`src/logic/kfs_pkg.sv`:
```
// package: register map, field positions and carriers for the fec status bank
package kfs_pkg;
  localparam int unsigned ADDR_W = 16;
  localparam int unsigned DATA_W = 16;
  localparam logic [15:0] OFS_LOCAL_TRAINING_STATUS = 16'h009b;
  localparam logic [15:0] OFS_GIG_BACKPLANE_STATUS = 16'h00a1;
  localparam logic [15:0] OFS_FEC_CAPABILITY = 16'h00aa;
  localparam logic [15:0] OFS_FEC_CONTROL = 16'h00ab;
  localparam logic [15:0] OFS_FEC_CORR_LOW = 16'h00ac;
  localparam logic [15:0] OFS_FEC_CORR_HIGH = 16'h00ad;
  localparam logic [15:0] OFS_FEC_UNCORR_LOW = 16'h00ae;
  localparam logic [15:0] OFS_FEC_UNCORR_HIGH = 16'h00af;
  localparam logic [15:0] RST_LOCAL_TRAINING_STATUS = 16'h0000;
  localparam logic [15:0] RST_GIG_BACKPLANE_STATUS = 16'h3000;
  localparam logic [15:0] RST_FEC_CAPABILITY = 16'h0003;
  localparam logic [15:0] RST_FEC_CONTROL = 16'h0000;
  localparam logic [15:0] RST_COUNT_HALF = 16'h0000;
  localparam logic [31:0] RST_COUNT = 32'h0000_0000;
  localparam logic [31:0] COUNT_ONE = 32'h0000_0001;
  localparam logic [31:0] COUNT_MAX = 32'hffff_ffff;
  localparam int unsigned BIT_TRAIN_DONE = 15;
  localparam int unsigned BIT_POST_TAP = 4;
  localparam int unsigned BIT_MAIN_TAP_LO = 2;
  localparam int unsigned BIT_PRE_TAP_LO = 0;
  localparam int unsigned BIT_TX_FAULT_CAP = 13;
  localparam int unsigned BIT_RX_FAULT_CAP = 12;
  localparam int unsigned BIT_TX_FAULT = 11;
  localparam int unsigned BIT_RX_FAULT = 10;
  localparam int unsigned BIT_SIG_PRESENT = 0;
  localparam int unsigned BIT_FEC_ENABLE = 0;
  localparam int unsigned BIT_FEC_ERR_REPORT = 1;
  localparam logic [1:0] COEF_NOT_UPDATED = 2'h0;
  localparam logic [1:0] COEF_UPDATED = 2'h1;
  localparam logic [1:0] COEF_MINIMUM = 2'h2;
  localparam logic [1:0] COEF_MAXIMUM = 2'h3;

  // status inputs from the training machine and the 1g path
  typedef struct packed {
    logic local_training_done;
    logic [1:0] local_post_tap_status;
    logic [1:0] local_main_tap_status;
    logic [1:0] local_pre_tap_status;
    logic gig_tx_fault;
    logic gig_rx_fault;
    logic gig_rx_signal_present;
  } kfs_status_t;

  // one-cycle count events from the fec decoder
  typedef struct packed {
    logic corrected_block;
    logic uncorrected_block;
  } kfs_fec_evt_t;

  // fec control outputs
  typedef struct packed {
    logic fec_enable;
    logic fec_error_report_enable;
  } kfs_fec_ctl_t;
endpackage : kfs_pkg

```
`src/logic/kfs_regs.sv`:
```
// fec and training status register bank behind the management port
module kfs_regs (
  input wire logic clock,
  input wire logic rst_n,
  input wire logic rd_stb,
  input wire logic wr_stb,
  input wire logic [kfs_pkg::ADDR_W-1:0] addr,
  input wire logic [kfs_pkg::DATA_W-1:0] wr_data,
  output logic [kfs_pkg::DATA_W-1:0] rd_data,
  output logic rd_valid,
  input wire kfs_pkg::kfs_status_t status_in,
  input wire kfs_pkg::kfs_fec_evt_t fec_evt,
  output kfs_pkg::kfs_fec_ctl_t fec_ctl
);

  // reset release through two flops
  logic rst_meta_r;
  logic rst_sync_r;
  always_ff @(posedge clock or negedge rst_n) begin
    if (!rst_n) begin
      rst_meta_r <= 1'b0;
      rst_sync_r <= 1'b0;
    end else begin
      rst_meta_r <= 1'b1;
      rst_sync_r <= rst_meta_r;
    end
  end
  wire logic rst_int_n = rst_sync_r;

  // status pins come from other logic blocks, two flops before use
  kfs_pkg::kfs_status_t st_meta_r;
  kfs_pkg::kfs_status_t st_r;
  always_ff @(posedge clock or negedge rst_int_n) begin
    if (!rst_int_n) begin
      st_meta_r <= '0;
      st_r <= '0;
    end else begin
      st_meta_r <= status_in;
      st_r <= st_meta_r;
    end
  end

  function automatic logic [31:0] sat_inc(input logic [31:0] v, input logic ev);
    sat_inc = (ev && v != kfs_pkg::COUNT_MAX) ? v + kfs_pkg::COUNT_ONE : v;
  endfunction : sat_inc

  // address decode
  wire logic hit_train = addr == kfs_pkg::OFS_LOCAL_TRAINING_STATUS;
  wire logic hit_gig = addr == kfs_pkg::OFS_GIG_BACKPLANE_STATUS;
  wire logic hit_cap = addr == kfs_pkg::OFS_FEC_CAPABILITY;
  wire logic hit_ctl = addr == kfs_pkg::OFS_FEC_CONTROL;
  wire logic hit_cl = addr == kfs_pkg::OFS_FEC_CORR_LOW;
  wire logic hit_ch = addr == kfs_pkg::OFS_FEC_CORR_HIGH;
  wire logic hit_ul = addr == kfs_pkg::OFS_FEC_UNCORR_LOW;
  wire logic hit_uh = addr == kfs_pkg::OFS_FEC_UNCORR_HIGH;
  wire logic rd_gig = rd_stb && hit_gig;
  wire logic rd_cl = rd_stb && hit_cl;
  wire logic rd_ch = rd_stb && hit_ch;
  wire logic rd_ul = rd_stb && hit_ul;
  wire logic rd_uh = rd_stb && hit_uh;

  // latched-high faults; a fault present in the read cycle keeps the bit set
  logic tx_fault_r;
  logic rx_fault_r;
  wire logic tx_fault_nxt = st_r.gig_tx_fault || (tx_fault_r && !rd_gig);
  wire logic rx_fault_nxt = st_r.gig_rx_fault || (rx_fault_r && !rd_gig);

  // fec control
  kfs_pkg::kfs_fec_ctl_t ctl_r;
  kfs_pkg::kfs_fec_ctl_t ctl_nxt;
  always_comb begin
    ctl_nxt = ctl_r;
    if (wr_stb && hit_ctl) begin
      ctl_nxt.fec_enable = wr_data[kfs_pkg::BIT_FEC_ENABLE];
      ctl_nxt.fec_error_report_enable = wr_data[kfs_pkg::BIT_FEC_ERR_REPORT];
    end
  end
  assign fec_ctl = ctl_r;

  // counters: a low read clears both halves, a high read only the high half; the high-half hold register
  // makes a low-then-high pair coherent even as blocks keep arriving
  logic [31:0] corr_r;
  logic [31:0] uncorr_r;
  logic [15:0] corr_hold_r;
  logic [15:0] uncorr_hold_r;
  logic corr_held_r;
  logic uncorr_held_r;
  wire logic [31:0] corr_inc = sat_inc(corr_r, fec_evt.corrected_block);
  wire logic [31:0] uncorr_inc = sat_inc(uncorr_r, fec_evt.uncorrected_block);
  // a high read clears only the high half, the low half keeps counting
  // a high read served from the hold leaves the live high half alone
  wire logic corr_hi_clr = rd_ch && !corr_held_r;
  wire logic uncorr_hi_clr = rd_uh && !uncorr_held_r;
  wire logic [31:0] corr_nxt = rd_cl ? {corr_inc[31:16], kfs_pkg::RST_COUNT_HALF}
    : corr_hi_clr ? {kfs_pkg::RST_COUNT_HALF, corr_inc[15:0]} : corr_inc;
  wire logic [31:0] uncorr_nxt = rd_ul ? {uncorr_inc[31:16], kfs_pkg::RST_COUNT_HALF}
    : uncorr_hi_clr ? {kfs_pkg::RST_COUNT_HALF, uncorr_inc[15:0]} : uncorr_inc;
  // a low read clears the live high half too once captured, since the hold
  // now owns that value
  wire logic [31:0] corr_nxt_f = rd_cl ? {kfs_pkg::RST_COUNT_HALF, kfs_pkg::RST_COUNT_HALF}
    + {16'h0000, 15'h0000, corr_inc != corr_r} : corr_nxt;
  wire logic [31:0] uncorr_nxt_f = rd_ul ? {kfs_pkg::RST_COUNT_HALF, kfs_pkg::RST_COUNT_HALF}
    + {16'h0000, 15'h0000, uncorr_inc != uncorr_r} : uncorr_nxt;
  wire logic [15:0] corr_hi_view = corr_held_r ? corr_hold_r : corr_r[31:16];
  wire logic [15:0] uncorr_hi_view = uncorr_held_r ? uncorr_hold_r : uncorr_r[31:16];

  // read data mux
  wire logic [15:0] train_word = {st_r.local_training_done, 10'h000,
    st_r.local_post_tap_status[0],
    st_r.local_main_tap_status, st_r.local_pre_tap_status};
  wire logic [15:0] gig_word = kfs_pkg::RST_GIG_BACKPLANE_STATUS
    | ({15'h0000, tx_fault_r} << kfs_pkg::BIT_TX_FAULT)
    | ({15'h0000, rx_fault_r} << kfs_pkg::BIT_RX_FAULT)
    | ({15'h0000, st_r.gig_rx_signal_present} << kfs_pkg::BIT_SIG_PRESENT);
  wire logic [15:0] ctl_word = {14'h0000, ctl_r.fec_error_report_enable, ctl_r.fec_enable};
  wire logic [15:0] rd_mux = hit_train ? train_word
    : hit_gig ? gig_word
    : hit_cap ? kfs_pkg::RST_FEC_CAPABILITY
    : hit_ctl ? ctl_word
    : hit_cl ? corr_r[15:0]
    : hit_ch ? corr_hi_view
    : hit_ul ? uncorr_r[15:0]
    : hit_uh ? uncorr_hi_view
    : 16'h0000;

  always_ff @(posedge clock or negedge rst_int_n) begin
    if (!rst_int_n) begin
      tx_fault_r <= 1'b0;
      rx_fault_r <= 1'b0;
      ctl_r <= '0;
      corr_r <= kfs_pkg::RST_COUNT;
      uncorr_r <= kfs_pkg::RST_COUNT;
      corr_hold_r <= kfs_pkg::RST_COUNT_HALF;
      uncorr_hold_r <= kfs_pkg::RST_COUNT_HALF;
      corr_held_r <= 1'b0;
      uncorr_held_r <= 1'b0;
      rd_data <= kfs_pkg::RST_COUNT_HALF;
      rd_valid <= 1'b0;
    end else begin
      tx_fault_r <= tx_fault_nxt;
      rx_fault_r <= rx_fault_nxt;
      ctl_r <= ctl_nxt;
      corr_r <= corr_nxt_f;
      uncorr_r <= uncorr_nxt_f;
      if (rd_cl) begin
        corr_hold_r <= corr_r[31:16];
        corr_held_r <= 1'b1;
      end else if (rd_ch) begin
        corr_held_r <= 1'b0;
      end
      if (rd_ul) begin
        uncorr_hold_r <= uncorr_r[31:16];
        uncorr_held_r <= 1'b1;
      end else if (rd_uh) begin
        uncorr_held_r <= 1'b0;
      end
      rd_valid <= rd_stb;
      if (rd_stb) begin
        rd_data <= rd_mux;
      end
    end
  end
endmodule : kfs_regs

```
`config.mk`:
```
export PLATFORM = sky130hd
export DESIGN_NAME = kfs_regs
export DESIGN_NICKNAME = d
export VERILOG_FILES = /design/src/logic/kfs_pkg.sv /design/src/logic/kfs_regs.sv
export SDC_FILE = /design/constraint.sdc
export NUM_CORES = 1
export LEC_CHECK = 0
export BUFFER_PORTS_ARGS = -buffer_cell sky130_fd_sc_hd__buf_2
export CORE_MARGIN = 2
export CORE_UTILIZATION = 30
export DETAILED_ROUTE_END_ITERATION = 16
export SLEW_MARGIN = 20
export SYNTH_ARGS = -nofsm -noshare
export SYNTH_HDL_FRONTEND = slang
export SYNTH_SLANG_ARGS = --single-unit
```
`constraint.sdc`:
```
create_clock -name clock -period 9.5 [get_ports clock]
set_input_delay 2.375 -clock clock [delete_from_list [all_inputs] [get_ports clock]]
set_output_delay 2.375 -clock clock [all_outputs]
set_load 0.05 [all_outputs]
```
==> metrics.yaml <==
min_path:
  hold_path_class: "reg -> async"
yosys:
  avgSynthCellArea_um2: 9.63
  synth.top_cell.area_share_pct: 47.8
  ys_warn_count: 0
  synthTopCellsByArea: "dfrtp_1 48%, nand2_1 7.2%, a21oi_1 3.5%"
  synthCells: 755
  ys.flop_type: "dfrtp_1"
  synthArstFlopShare_pct: 100
  seq_area_frac_synth_pct: 47.8
  ys_ff_latch: 139
  synth_area_leader_cell: "dfrtp_1"
  synth.distinct_cells: 67
  synth_common_cells: "140 x nand2_1, 139 x dfrtp_1, 51 x a21oi_1"
  syn_area_mm2: 0.00727
  syn_nets: 805
  synth_edf_count: 0
  synth.most_common_cell: "nand2_1"
timing:
  hold_viol_final: 0
  slew_viol_final: 0
  skew_ns: 0.0112
  timing.final.crit_period_ns: 4.60
  hold_ws_ns: 0.239
  worst_slack_ns: 4.90
  rsz0062_at_grt: "false"
  fmaxAchievable_ghz: 0.217
  tns_ns: 0
  slew_headroom_pct: 28.4
  worst_pin_slew_ns: 1.07
  period_share_pct: 48.5
  final-setup-viol-count: 0
clocking:
  clk_pin_slew_worst_paths_ns: 0.06
  cts.sinks: 139
  root_buffer: "clkbuf_16"
  cts_max_path_buffers: 2
  clock_latency_ns: 0.43
  cts_made_buffers: 17
  ctsHoldBuffers: 0
  cts_setup_buffers: 0
  h-tree-depth: 4
  tritoncts: "done"
  cts_resized: 0
cells_and_area:
  area_growth_pct: 15.2
  drive_above_1_share_pct: 17.2
  antenna_cells: 0
  nets: 840
  fin_util_pct: 35.5
  fillerInstances: 2396
route:
  drtIter0Drc: 432
  viasPerCell: 5.27
  wl_per_cell_um: 16.8
  ant_nets: 0
  vias: 5915
  drc_errors: 0
  dr.pass1.iters: 5
  routed_wl_mm: 18.9
worst_setup_path:
  crit_fanout: 26
  worstPathArrival_ns: 4.87
  cp_data_required_time_ns: 9.77
  end_kind: "flip-flop"
  crit_chain: "buf_2 > or4_4 > nor4_4 > nand2_1 > nand3_1 > o21ai_0"
  timing.rr.end: "uncorr_r[1]"
  crit_path_top_delay_cell: "nand2_1"
  cpPeakStageDelay_ns: 0.77
  critPathLaunchType: "primary input"
  criticalPathCategory: "in -> reg"
  rr_worst_depth: 5
  r2r_start: "uncorr_r[16]"
  r2r_setup_slack_ns: 6.77
placement:
  portBuffers: 51
  hpwl_mm: 13.1
  gp_congestion: 0.819
  post-place-ws_ns: 4.28
floorplan:
  initial_core_util_pct: 30.8
  io_pins: 67
  die_y_um: 160
  rows: 56
  core_mm2: 0.0236
  die_w_um: 160
  die_area_mm2: 0.0255
job:
  maxCapViolations: 0
grt:
  grt_max_degree: 60
  grt_first_pass_wirelength_mm: 30.6
  overflow: 0
  grt_pass1_vias: 5594
  grt_usage_pct: 15.1
  antenna_found_initial: 0
power_and_ir_drop:
  power_per_cell_area_mw_per_mm2: 174
  p_leak_nw: 3.61
  power_frac_seq_pct: 45.7
  vdd_drop_max_v: 0.0000993
  p_switching_mw: 0.391
  p_comb_share_pct: 8.4
  pwr-share-clk_pct: 45.8
  swShare_pct: 26.8
  intPower_mw: 1.07
  power_mw: 1.46
run_status:
  status: "complete, no violations"
==> flip-flops by register name, indices dropped and copies added, names as in the netlist, 2 cells and up <==
signal,count
corr_hold_r,16
corr_r,32
fec_ctl,2
rd_data,16
st_meta_r,9
st_r,9
uncorr_hold_r,16
uncorr_r,32
==> critical path, delay by kind of cell <==
kind / cells / cell delay [ns]
buf+inv: 1 / 0.09
simple gates: 4 / 2.28
compound gates: 1 / 0.11
==> power groups by stage <==
stage	combinational (mW)	sequential (mW)	clock, mW
floorplan	0.0855	0.671	0
global placement	0.121	0.676	0
detailed placement	0.123	0.677	0
CTS	0.124	0.666	0.681
global route	0.142	0.673	0.710
finish	0.123	0.667	0.668
==> worst max-delay path by stage <==
| stage | startpoint | to | slack, ns | cells past startpoint |
|---|---|---|---|---|
| 2_1_floorplan | addr[9] | fec_ctl[0] | 5.23 | 6 |
| 3_3_place_gp | addr[9] | uncorr_r[5] | 4.31 | 6 |
| 5_1_grt | addr[9] | corr_hold_r[2] | 4.71 | 6 |
| 4_1_cts | addr[9] | uncorr_r[5] | 4.73 | 6 |
| 6_report | addr[9] | corr_r[1] | 4.90 | 6 |
| 3_5_place_dp | addr[9] | uncorr_r[5] | 4.28 | 6 |
==> final cells by class <==
cell class	count	area [um^2]	area share (%)
clock buffers	17	425	5.08
clock inverters	15	164	1.96
inverters	24	90.1	1.08
multi-input cells	553	3530	42.2
flip-flops and latches	139	3480	41.6
well taps	319	399	4.76
repair buffers	55	285	3.41
==> routing by layer <==
layer | GRT usage [%] | wire length, um | vias to the layer above
met3 | 3.30 | 1150 | 18
met1 | 21.6 | 8980 | 2889
li1 | - | - | 2830
met2 | 23.0 | 8500 | 178
met5 | 0 | 0 | -
met4 | 4.46 | 253 | 0
==> stage by stage <==
stage	std cells	area [um^2]
6_report	1122	8380
3_3_place_gp	1090	7770
4_1_cts	1122	8360
2_1_floorplan	755	7270
3_5_place_dp	1090	7770
5_1_grt	1122	8380
==> logic make-up after synthesis <==
kind of cell	count (synthesis)	share of synthesized area, %
other	1	0.0516
AND/OR/NAND/NOR	338	24.5
XOR/XNOR	11	1.32
buffers and inverters	63	3.84
flip-flops	139	47.8
AO/OA/AOI/OAI	153	13.7
adder cells (fa/ha/maj)	2	0.344
multiplexers	48	8.45
==> cell usage in the layout (no fill, tap or decap), drive strengths merged, types with 3 or more instances in the layout <==
master	instances
nand2	141
dfrtp	139
buf	55
a21oi	51
nand3	32
or4	32
o21ai	31
inv	30
nor2	29
mux2i	22
or3	22
o31ai	20
mux2	17
clkbuf	17
nand4	14
and3	13
o211ai	13
nor3	12
mux4	9
nor2b	9
a211oi	9
xnor2	7
nor4	7
o22ai	6
nand2b	6
a21o	5
or2	5
and2	5
clkinv	5
xor2	4
a2111oi	4
a22o	3
(Power assumes the default switching activity.)
